## src/inc/abt_pkg.sv

```systemverilog
// constants, types and helpers of the automatic byte-transfer controller
// assumes one system clock and a synchronous active-low reset
package abt_pkg;
    localparam int PTR_W = 18;             // memory pointer width
    localparam int TRIG_N = 16;            // selectable trigger sources
    // register indices; byte address is four times the index
    localparam logic [15:0] IDX_CTRL0 = 16'h3FD0;
    localparam logic [15:0] IDX_CTRL1 = 16'h3FD1;
    localparam logic [15:0] IDX_COUNT = 16'h3FD2;
    localparam logic [15:0] IDX_P0L = 16'h3FD3;
    localparam logic [15:0] IDX_P0M = 16'h3FD4;
    localparam logic [15:0] IDX_P0H = 16'h3FD5;
    localparam logic [15:0] IDX_P1L = 16'h3FD6;
    localparam logic [15:0] IDX_P1M = 16'h3FD7;
    localparam logic [15:0] IDX_P1H = 16'h3FD8;
    localparam logic [15:0] IDX_STAT = 16'h3FD9;
    // field positions
    localparam int C0_FIX = 7;             // fixed_pointer_flag
    localparam int C0_ACT = 6;             // software_activate_flag
    localparam int C0_MODE_LSB = 2;        // transfer_mode_select 5:2
    localparam int C0_EN = 0;              // controller_enable_flag
    localparam int C1_BSTOP = 4;           // burst_stop_enable
    // reset values
    localparam logic [7:0] REG_RST = 8'h00;
    localparam logic [PTR_W-1:0] PTR_RST = 18'h00000;
    localparam logic [9:0] IO_PAGE = 10'h03F;  // upper ten io bits
    // transfer modes handled here
    typedef enum logic [3:0] {
        MD_9 = 4'h9, MD_A = 4'hA, MD_B = 4'hB,
        MD_C = 4'hC, MD_D = 4'hD, MD_E = 4'hE, MD_F = 4'hF
    } abt_mode_t;
    // next pointer value, wraps at the top of memory
    function automatic logic [PTR_W-1:0] ptr_inc(
        input logic [PTR_W-1:0] p);
        ptr_inc = p + 18'h00001;
    endfunction : ptr_inc
    // io address: fixed page, even base, odd on second move
    function automatic logic [PTR_W-1:0] io_addr(
        input logic [PTR_W-1:0] p1, input logic odd);
        io_addr = {IO_PAGE, p1[7:1], odd};
    endfunction : io_addr
endpackage : abt_pkg

```

## src/inc/abt_if.sv

```systemverilog
// carriers between the controller core and its two helpers
// assumes all parties run on the one system clock
`timescale 1ns/100ps
`default_nettype none
// register access strobes from the bus slave
interface abt_reg_if;
    logic wr_stb;                          // write accepted this cycle
    logic [15:0] addr;                     // register index
    logic [7:0] wdata;                     // write byte
    logic [7:0] rdata;                     // read byte from core
    modport slv (output wr_stb, addr, wdata, input rdata);
    modport core (input wr_stb, addr, wdata, output rdata);
endinterface : abt_reg_if
// one byte move request to the mover
interface abt_move_if;
    import abt_pkg::*;
    logic req;                             // one-cycle start
    logic [PTR_W-1:0] src;                 // read address
    logic [PTR_W-1:0] dst;                 // write address
    logic done;                            // one-cycle finish
    modport ctl (output req, src, dst, input done);
    modport eng (input req, src, dst, output done);
endinterface : abt_move_if
`default_nettype wire

```

## src/hdl/abt_avs_slave.sv

```systemverilog
// avalon-mm slave front end: one wait state per access
// assumes the master holds its request until waitrequest is low
`timescale 1ns/100ps
`default_nettype none
module abt_avs_slave import abt_pkg::*; (
    input wire logic mclk_in,
    input wire logic rst_n_in,
    input wire logic [15:0] avs_address_in,
    input wire logic avs_read_in,
    input wire logic avs_write_in,
    input wire logic [31:0] avs_writedata_in,
    output logic [31:0] avs_readdata_out,
    output logic avs_waitrequest_out,
    abt_reg_if.slv rif
);
    logic ack_r;                           // answer cycle marker
    wire req = avs_read_in | avs_write_in; // any request pending
    assign avs_waitrequest_out = req & ~ack_r;
    assign rif.wr_stb = avs_write_in & ack_r;
    assign rif.addr = avs_address_in;
    assign rif.wdata = avs_writedata_in[7:0];
    // wait state gives the core a cycle to settle read data
    always_ff @(posedge mclk_in) begin
        if (!rst_n_in) ack_r <= 1'b0;
        else ack_r <= req & ~ack_r;
    end
    // read data captured in the wait cycle, stands at the answer
    always_ff @(posedge mclk_in) begin
        if (!rst_n_in) avs_readdata_out <= 32'h00000000;
        else if (avs_read_in & ~ack_r)
            avs_readdata_out <= {24'h000000, rif.rdata};
    end
endmodule : abt_avs_slave
`default_nettype wire

```

## src/hdl/abt_mover.sv

```systemverilog
// byte mover: internal-bus read of source, then write of destination
// assumes the memory side answers each strobe with a one-cycle ack
`timescale 1ns/100ps
`default_nettype none
module abt_mover import abt_pkg::*; (
    input wire logic mclk_in,
    input wire logic rst_n_in,
    abt_move_if.eng mif,
    output logic [PTR_W-1:0] mem_addr_out,
    output logic mem_rd_out,
    output logic mem_wr_out,
    output logic [7:0] mem_wdata_out,
    input wire logic [7:0] mem_rdata_in,
    input wire logic mem_ack_in
);
    typedef enum logic [1:0] {
        MV_IDLE = 2'b00, MV_RD = 2'b01, MV_WR = 2'b11
    } abt_mv_t;
    abt_mv_t st_r;                         // mover state
    logic done_r;                          // finish pulse
    assign mif.done = done_r;
    // read strobe until ack, then write the same byte
    always_ff @(posedge mclk_in) begin
        if (!rst_n_in) begin
            st_r <= MV_IDLE;
            mem_addr_out <= PTR_RST;
            mem_rd_out <= 1'b0;
            mem_wr_out <= 1'b0;
            mem_wdata_out <= REG_RST;
            done_r <= 1'b0;
        end else begin
            done_r <= 1'b0;
            unique case (st_r)
                MV_IDLE: if (mif.req) begin
                    mem_addr_out <= mif.src;
                    mem_rd_out <= 1'b1;
                    st_r <= MV_RD;
                end
                MV_RD: if (mem_ack_in) begin
                    mem_wdata_out <= mem_rdata_in;
                    mem_addr_out <= mif.dst;
                    mem_rd_out <= 1'b0;
                    mem_wr_out <= 1'b1;
                    st_r <= MV_WR;
                end
                MV_WR: if (mem_ack_in) begin
                    mem_wr_out <= 1'b0;
                    done_r <= 1'b1;
                    st_r <= MV_IDLE;
                end
                default: st_r <= MV_IDLE;  // code 10 unused
            endcase
        end
    end
endmodule : abt_mover
`default_nettype wire

```

## src/hdl/abt_top.sv

```systemverilog
// controller core: registers, activation logic and transfer sequencer
// assumes on-chip trigger and irq0 flag come from this clock domain
`timescale 1ns/100ps
`default_nettype none
module abt_top import abt_pkg::*; (
    input wire logic mclk_in,
    input wire logic rst_n_in,
    input wire logic [15:0] avs_address_in,
    input wire logic avs_read_in,
    input wire logic avs_write_in,
    input wire logic [31:0] avs_writedata_in,
    output logic [31:0] avs_readdata_out,
    output logic avs_waitrequest_out,
    input wire logic [TRIG_N-1:0] trigger_in,
    input wire logic ext_irq0_request_flag_in,
    output logic [PTR_W-1:0] mem_addr_out,
    output logic mem_rd_out,
    output logic mem_wr_out,
    output logic [7:0] mem_wdata_out,
    input wire logic [7:0] mem_rdata_in,
    input wire logic mem_ack_in,
    output logic transfer_done_irq_out
);
    // sequencer states, gray along idle-issue-wait
    typedef enum logic [1:0] {
        ST_IDLE = 2'b00, ST_ISSUE = 2'b01, ST_WAIT = 2'b11
    } abt_st_t;

    abt_reg_if rif ();                     // bus to register file
    abt_move_if mif ();                    // core to mover

    // register bank
    logic [7:0] ctrl0_r, ctrl0_nxt;        // xfer_control_0
    logic [4:0] ctrl1_r;                   // xfer_control_1
    logic [7:0] count_r, count_nxt;        // transfer_count_reg
    logic [PTR_W-1:0] p0_r, p0_nxt;        // memory pointer 0
    logic [PTR_W-1:0] p1_r, p1_nxt;        // memory pointer 1
    abt_st_t st_r, st_nxt;                 // sequencer state
    logic phase_r, phase_nxt;              // second move of mode 9
    logic halted_r, halted_nxt;            // burst stopped by irq0
    logic irq_r;                           // completion pulse

    // bus slave front end
    abt_avs_slave u_avs (
        .mclk_in(mclk_in),
        .rst_n_in(rst_n_in),
        .avs_address_in(avs_address_in),
        .avs_read_in(avs_read_in),
        .avs_write_in(avs_write_in),
        .avs_writedata_in(avs_writedata_in),
        .avs_readdata_out(avs_readdata_out),
        .avs_waitrequest_out(avs_waitrequest_out),
        .rif(rif)
    );

    // byte mover on the internal bus
    abt_mover u_mover (
        .mclk_in(mclk_in),
        .rst_n_in(rst_n_in),
        .mif(mif),
        .mem_addr_out(mem_addr_out),
        .mem_rd_out(mem_rd_out),
        .mem_wr_out(mem_wr_out),
        .mem_wdata_out(mem_wdata_out),
        .mem_rdata_in(mem_rdata_in),
        .mem_ack_in(mem_ack_in)
    );

    // control field decode
    wire [3:0] mode = ctrl0_r[C0_MODE_LSB+3:C0_MODE_LSB];
    wire enabled = ctrl0_r[C0_EN];
    wire fixed_p0 = ctrl0_r[C0_FIX];
    wire is_m9 = mode == MD_9;
    wire is_burst = (mode == MD_E) | (mode == MD_F);
    wire is_known = mode >= MD_9;          // lower modes not built here
    wire p1_is_src = mode[0];              // p1 is source
    wire incr_mode = mode >= MD_C;         // C..F step both pointers
    wire busy = st_r != ST_IDLE;

    // write decode, each register one index
    wire wr = rif.wr_stb & ~busy;          // pointers locked while busy
    wire wr_c0 = rif.wr_stb & (rif.addr == IDX_CTRL0);
    wire wr_c1 = wr & (rif.addr == IDX_CTRL1);
    wire wr_cnt = wr & (rif.addr == IDX_COUNT);
    wire wr_p0l = wr & (rif.addr == IDX_P0L);
    wire wr_p0m = wr & (rif.addr == IDX_P0M);
    wire wr_p0h = wr & (rif.addr == IDX_P0H);
    wire wr_p1l = wr & (rif.addr == IDX_P1L);
    wire wr_p1m = wr & (rif.addr == IDX_P1M);
    wire wr_p1h = wr & (rif.addr == IDX_P1H);

    // activation: selected trigger or software flag
    wire trig = trigger_in[ctrl1_r[3:0]];
    wire want = trig | ctrl0_r[C0_ACT];
    // no start while disabled or with nothing left to count
    wire accept = (st_r == ST_IDLE) & want & enabled &
                  (count_r != 8'h00) & is_known;

    // addresses of the current move
    wire [PTR_W-1:0] io_a = io_addr(p1_r, phase_r);
    wire [PTR_W-1:0] src_a = is_m9 ? (phase_r ? p0_r : io_a)
                                   : (p1_is_src ? p1_r : p0_r);
    wire [PTR_W-1:0] dst_a = is_m9 ? (phase_r ? io_a : p0_r)
                                   : (p1_is_src ? p0_r : p1_r);
    assign mif.req = st_r == ST_ISSUE;
    assign mif.src = src_a;
    assign mif.dst = dst_a;

    // per-move bookkeeping
    wire moved = (st_r == ST_WAIT) & mif.done;
    wire last_move = ~is_m9 | phase_r;     // mode 9 counts after move 2
    wire step_p0 = ~fixed_p0 & (is_m9 ? ~phase_r : incr_mode);
    wire step_p1 = ~is_m9 & incr_mode;
    wire reach_zero = last_move & (count_r == 8'h01);
    wire stop_req = ctrl1_r[C1_BSTOP] & ext_irq0_request_flag_in;

    // sequencer next state
    always_comb begin
        st_nxt = st_r;
        phase_nxt = phase_r;
        halted_nxt = halted_r;
        unique case (st_r)
            ST_IDLE: if (accept) begin
                st_nxt = ST_ISSUE;
                phase_nxt = 1'b0;
                halted_nxt = 1'b0;         // resume from held state
            end
            ST_ISSUE: st_nxt = ST_WAIT;
            ST_WAIT: if (moved) begin
                if (!last_move) begin
                    st_nxt = ST_ISSUE;     // second move follows
                    phase_nxt = 1'b1;
                end else if (is_burst & ~reach_zero) begin
                    if (stop_req) begin
                        st_nxt = ST_IDLE;
                        halted_nxt = 1'b1;
                    end else begin
                        st_nxt = ST_ISSUE; // back to back
                    end
                end else begin
                    st_nxt = ST_IDLE;
                end
            end
            default: st_nxt = ST_IDLE;     // code 10 unused
        endcase
    end

    // pointer and counter updates, engine first, software while idle
    always_comb begin
        p0_nxt = p0_r;
        p1_nxt = p1_r;
        count_nxt = count_r;
        if (moved) begin
            if (step_p0) p0_nxt = ptr_inc(p0_r);
            if (step_p1) p1_nxt = ptr_inc(p1_r);
            if (last_move) count_nxt = count_r - 8'h01;
        end else begin
            if (wr_p0l) p0_nxt[7:0] = rif.wdata;
            if (wr_p0m) p0_nxt[15:8] = rif.wdata;
            if (wr_p0h) p0_nxt[17:16] = rif.wdata[1:0];
            if (wr_p1l) p1_nxt[7:0] = rif.wdata;
            if (wr_p1m) p1_nxt[15:8] = rif.wdata;
            if (wr_p1h) p1_nxt[17:16] = rif.wdata[1:0];
            if (wr_cnt) count_nxt = rif.wdata;
        end
    end

    // control 0: software write sets the activate flag, acceptance
    // clears it; a write in the accept cycle wins so none is lost
    always_comb begin
        ctrl0_nxt = ctrl0_r;
        if (accept) ctrl0_nxt[C0_ACT] = 1'b0;
        if (wr_c0) begin
            ctrl0_nxt = {rif.wdata[7:2], 1'b0, rif.wdata[0]};
            if (!rif.wdata[C0_ACT] && accept)
                ctrl0_nxt[C0_ACT] = 1'b0;
        end
    end

    // state registers
    always_ff @(posedge mclk_in) begin
        if (!rst_n_in) begin
            st_r <= ST_IDLE;
            phase_r <= 1'b0;
            halted_r <= 1'b0;
        end else begin
            st_r <= st_nxt;
            phase_r <= phase_nxt;
            halted_r <= halted_nxt;
        end
    end

    // data registers
    always_ff @(posedge mclk_in) begin
        if (!rst_n_in) begin
            p0_r <= PTR_RST;
            p1_r <= PTR_RST;
            count_r <= REG_RST;
        end else begin
            p0_r <= p0_nxt;
            p1_r <= p1_nxt;
            count_r <= count_nxt;
        end
    end

    // control registers
    always_ff @(posedge mclk_in) begin
        if (!rst_n_in) begin
            ctrl0_r <= REG_RST;
            ctrl1_r <= REG_RST[4:0];
        end else begin
            ctrl0_r <= ctrl0_nxt;
            if (wr_c1) ctrl1_r <= rif.wdata[4:0];
        end
    end

    // completion pulse, one cycle as the counter reaches zero
    always_ff @(posedge mclk_in) begin
        if (!rst_n_in) irq_r <= 1'b0;
        else irq_r <= moved & reach_zero;
    end
    assign transfer_done_irq_out = irq_r;

    // read mux; unmapped indices read zero
    always_comb begin
        unique case (rif.addr)
            IDX_CTRL0: rif.rdata = ctrl0_r;
            IDX_CTRL1: rif.rdata = {3'h0, ctrl1_r};
            IDX_COUNT: rif.rdata = count_r;
            IDX_P0L: rif.rdata = p0_r[7:0];
            IDX_P0M: rif.rdata = p0_r[15:8];
            IDX_P0H: rif.rdata = {6'h00, p0_r[17:16]};
            IDX_P1L: rif.rdata = p1_r[7:0];
            IDX_P1M: rif.rdata = p1_r[15:8];
            IDX_P1H: rif.rdata = {6'h00, p1_r[17:16]};
            IDX_STAT: rif.rdata = {6'h00, halted_r, busy};
            default: rif.rdata = 8'h00;
        endcase
    end
endmodule : abt_top
`default_nettype wire

```

## config.mk

```make
export PLATFORM = sky130hd
export DESIGN_NAME = abt_top
export DESIGN_NICKNAME = d
export VERILOG_FILES = /design/src/inc/abt_pkg.sv /design/src/inc/abt_if.sv /design/src/hdl/abt_avs_slave.sv /design/src/hdl/abt_mover.sv /design/src/hdl/abt_top.sv
export SDC_FILE = /design/constraint.sdc
export NUM_CORES = 1
export LEC_CHECK = 0
export BUFFER_PORTS_ARGS = -buffer_cell sky130_fd_sc_hd__buf_2
export CORE_ASPECT_RATIO = 0.7
export CORE_MARGIN = 3
export CORE_UTILIZATION = 51
export CTS_CLUSTER_DIAMETER = 150
export DETAILED_ROUTE_END_ITERATION = 6
export PLACE_DENSITY = 0.84
export SKIP_LAST_GASP = 1
export SYNTH_ARGS = -nofsm -noshare
export SYNTH_HDL_FRONTEND = slang
export SYNTH_SLANG_ARGS = --single-unit
```

## constraint.sdc

```tcl
create_clock -name mclk_in -period 2.4 [get_ports mclk_in]
set_input_delay 0.24 -clock mclk_in [delete_from_list [all_inputs] [get_ports mclk_in]]
set_output_delay 0.24 -clock mclk_in [all_outputs]
set_load 0.01 [all_outputs]
```

==> summary by stage <==
Routing
The routed length per instance is 19.74 µm. The number of vias in the routed layout is 6,458. In this run, the number of DRC markers left after iteration 0 of detailed routing was 868. In the routed layout, each cell is associated on average with a via count of 6.432.

The detailed-route DRC error count is 0. For this run, the detailed router's first-pass iteration total came to 6. Once detail routing completed, the nets flagged for antenna violations numbered 0. The routed design has 19,820 µm of wire.

Global routing
The first global-routing pass estimated ~31,000 µm of wire. The initial antenna violation count is 0. Summed over all layers, the global routing overflow is 0. The global-route total usage across every layer is 0.2927. The pin count of the biggest net entering global routing is 44. The number of global-route vias before repair is 5,851.

Floorplanning
The initial standard-cell utilization of the core is 0.5359. After floorplanning, the core was divided into 32 placement rows. The total die area is around 13,000 µm².

The die is between 90 and 100 µm tall. The placeable core area is 11,330 µm². 140 I/O pins were placed. The die span in x is around 140 µm.

Clock network
The clock net sink count is 101. The post-CTS resize count is 0. The clock buffer count from CTS is 9. The tree is rooted in a sky130_fd_sc_hd__clkbuf_16. Clock-pin slew was measured on the worst setup and hold paths at approximately 0.07 ns.

In this run the post-CTS setup repair buffer count came out at 0. The number of hold buffers added after cts is 0. The H-tree depth is 3. The largest buffer count on any clock path is 2. Clock latency on the worst-skew pair, taken at its later pin, is approximately 0.35 ns. TritonCTS built the clock tree.

Pwr
The analysis attributes to cell leakage a power of 2.598 nW. For this design the ratio of total power to cell area is between 400 and 500 nW/µm². The worst ir drop on vdd is 0.3437 mV.

Logic synthesis
Counting flops with a built-in enable in the synthesized netlist gives 0. Counting flops and latches in the post-synthesis netlist gives 101. sky130_fd_sc_hd__dfxtp_1 takes more of the synthesized area than any other cell. The synthesized cell area is roughly 6100 µm².

The fraction of registers with async set/reset is 0. The cell count after synthesis came out at 765. The most repeated cell in the gate-level netlist after synthesis is sky130_fd_sc_hd__nand2_1. The mean cell area of the mapped netlist is about 7.9 µm².

For this run, the register share of the synthesized area comes to 0.3330. The count of distinct cell types in the synthesized netlist is 71. The share of the synthesized area in the top cell type is 0.3330.

The most common flop cell mapped by yosys is sky130_fd_sc_hd__dfxtp_1. The commonest cells after synthesis are 104 x sky130_fd_sc_hd__nand2_1, 101 x sky130_fd_sc_hd__dfxtp_1, 82 x sky130_fd_sc_hd__a21oi_1. During synthesis, Yosys emitted a total of 0 warnings. In the post-synthesis netlist, the biggest area contributors are sky130_fd_sc_hd__dfxtp_1 33%, sky130_fd_sc_hd__a21oi_1 6.8%, sky130_fd_sc_hd__nand2_1 6.4%.

Place
The number of input and output port buffers inserted is approximately 90. After detailed placement, the total cell area comes to 6681 µm². The number of cells in the design after placement is 989.

After legalization and detailed placement, the total HPWL measured about 15,000 µm. The global placement routability congestion is 1.000.

Worst setup path
The worst setup path is captured at a flop. STA classifies the critical path startpoint as a flop. The critical path required time is 2.70 ns. Along the worst path, the maximum fanout reaches 16. The minimum setup slack among reg-to-reg paths is approximately 0.32 ns. The largest single stage delay on the critical path is between 0.7 and 0.8 ns.

The critical path goes through nor3b_1 > o2111a_1 > a31oi_2 > mux2_2 > o21a_1. For the worst flop-to-flop path, the logic depth is 5. The classification of the worst setup path is reg -> reg.

The arrival time of data at the critical path endpoint is 2.38 ns. On the critical path, the stage with the largest delay is an instance of sky130_fd_sc_hd__a31oi_2.

Finish
The fill cell instance count of the final layout is 1,014. The share of layout cells above drive strength 1 is 0.2009. The repair_antennas step left the layout with diodes totalling 0.

After the last flow step, the layout net total stands at 930. Excluding fillers, the count of instances in the completed layout stands at 1,004. The finished cells cover roughly 7000 µm². The synthesis-to-finish area growth is 14.84%.

STA
Of the available clock period, the critical path in the final layout requires 0.8685. Setup violations remaining at the end of the flow were counted as 0. The final critical delay including setup and external delays is 2.084 ns. At the pin with the least slew margin, the transition time is 0.8681 ns. The clock arrives with 0.006120 ns of skew. Across all hold checks on the routed design, the worst slack comes to 0.1232 ns. The remaining max-slew budget at the tightest pin is 0.4194. For this run, the top clock speed supported by timing is around 480 MHz.

The max-slew violation total from the final report is 0. The total negative setup slack is 0 ns. The count of endpoints failing hold in the final timing report came to 0. Setup repair after global routing left no endpoint under its margin.

Min path
The class of the worst hold path is in -> reg. The hold-critical path depth is 3.

Run status
The run finished with clean final reports.

Run
The number of violations of the max-capacitance limit is 0.
[logic make-up (layout without fill, tap and decap cells)]
logic type	Yosys count	count (layout)	share of synthesized area
mux	25	25	0.05852
xor+xnor	2	2	0.004122
simple gates	275	275	0.2310
other cells	1	24	0.0006176
compound gates	266	266	0.2883
buf+inv	90	153	0.07418
flops	101	101	0.3330
fa+ha+maj	5	5	0.01030
[path summary, 6_finish.rpt]
| kind | end | from |
|---|---|---|
| hold / removal | u_mover.mem_wdata_out[0] | mem_rdata_in[0] |
| setup / recovery | p0_r[0] | ctrl0_r[2] |
| hold reg to reg | u_avs.avs_readdata_out[4] | u_avs.avs_readdata_out[4] |
| setup reg to reg | p0_r[0] | ctrl0_r[2] |
[metrics by stage]
| stage | utilization | total power, mW | setup slack (ns) |
|---|---|---|---|
| floorplan | - | 1.874 | 0.5059 |
| global placement | 0.5897 | 1.941 | 0.2981 |
| detailed placement | 0.5897 | 1.946 | 0.2341 |
| CTS | 0.6154 | 3.384 | 0.4098 |
| global route | 0.6154 | 3.482 | 0.2398 |
| finish | 0.6154 | 3.392 | 0.3156 |
[cell type report]
| type | count | area (µm²) | share of cell area |
|---|---|---|---|
| clock buffers | 11 | 242.7 | 0.03481 |
| clock inverters | 4 | 48.80 | 0.006998 |
| inverters | 12 | 45.04 | 0.006460 |
| multi-input cells | 597 | 3692 | 0.5295 |
| flip-flops and latches | 101 | 2022 | 0.2900 |
| well taps | 153 | 191.4 | 0.02745 |
| repair buffers | 126 | 730.7 | 0.1048 |
[metal layers]
metal | vias to the layer above | GRT usage | share of wire
met5 | - | 0 | 0
met4 | 0 | 0.07901 | 0.024
met3 | 59 | 0.1128 | 0.15
met2 | 456 | 0.4142 | 0.42
met1 | 2965 | 0.4141 | 0.41
li1 | 2978 | - | -
[registers in the layout, indices dropped and copies added, names as in the netlist]
signal,cells
u_mover.mem_wdata_out,8
halted_r,1
ctrl1_r,5
u_mover.mem_addr_out,18
st_r,2
phase_r,1
ctrl0_r,7
u_mover.mem_wr_out,1
transfer_done_irq_out,1
u_mover.st_r,2
p1_r,18
u_avs.avs_readdata_out,8
count_r,8
u_mover.mem_rd_out,1
p0_r,18
u_avs.ack_r,1
u_mover.mif.done,1
[worst max-delay path: cells and delay by family, from the launching register on]
family / cells / cell delay, ns
compound gates: 3 / 1.12
flops: 1 / 0.42
mux: 1 / 0.30
simple gates: 1 / 0.19
[where the power goes]
part	leakage (nW)	switching (mW)	internal, mW	total, mW
Clock	0.145	0.643	0.831	1.47
Sequential	0.813	0.00194	1.68	1.68
Combinational	1.64	0.159	0.0809	0.240
[layout by cell type (no fill, tap or decap), drive strengths merged, types with 4 or more instances in the layout]
master | synthesis | layout
o2111a | 4 | 4
mux2i | 13 | 13
o22ai | 5 | 5
conb | 1 | 24
nand3b | 8 | 8
a22oi | 10 | 10
inv | 12 | 12
o221a | 6 | 6
nand4 | 10 | 10
a211oi | 6 | 6
and2 | 9 | 9
nand4b | 6 | 6
and3 | 9 | 9
a21o | 7 | 7
nor3 | 20 | 20
o221ai | 12 | 12
a21oi | 82 | 82
nor2 | 45 | 45
nand2 | 104 | 104
buf | 36 | 126
a22o | 9 | 9
o21ai | 55 | 55
a41oi | 6 | 6
ha | 5 | 5
clkbuf | 42 | 11
a31oi | 19 | 19
nor2b | 6 | 6
nand2b | 10 | 10
nor4 | 9 | 9
mux2 | 4 | 4
nor3b | 4 | 4
a2bb2oi | 4 | 4
o211ai | 6 | 6
mux4 | 8 | 8
nand3 | 24 | 24
and4 | 5 | 5
dfxtp | 101 | 101
o31ai | 12 | 12
Power figures use the tool's default switching activity.
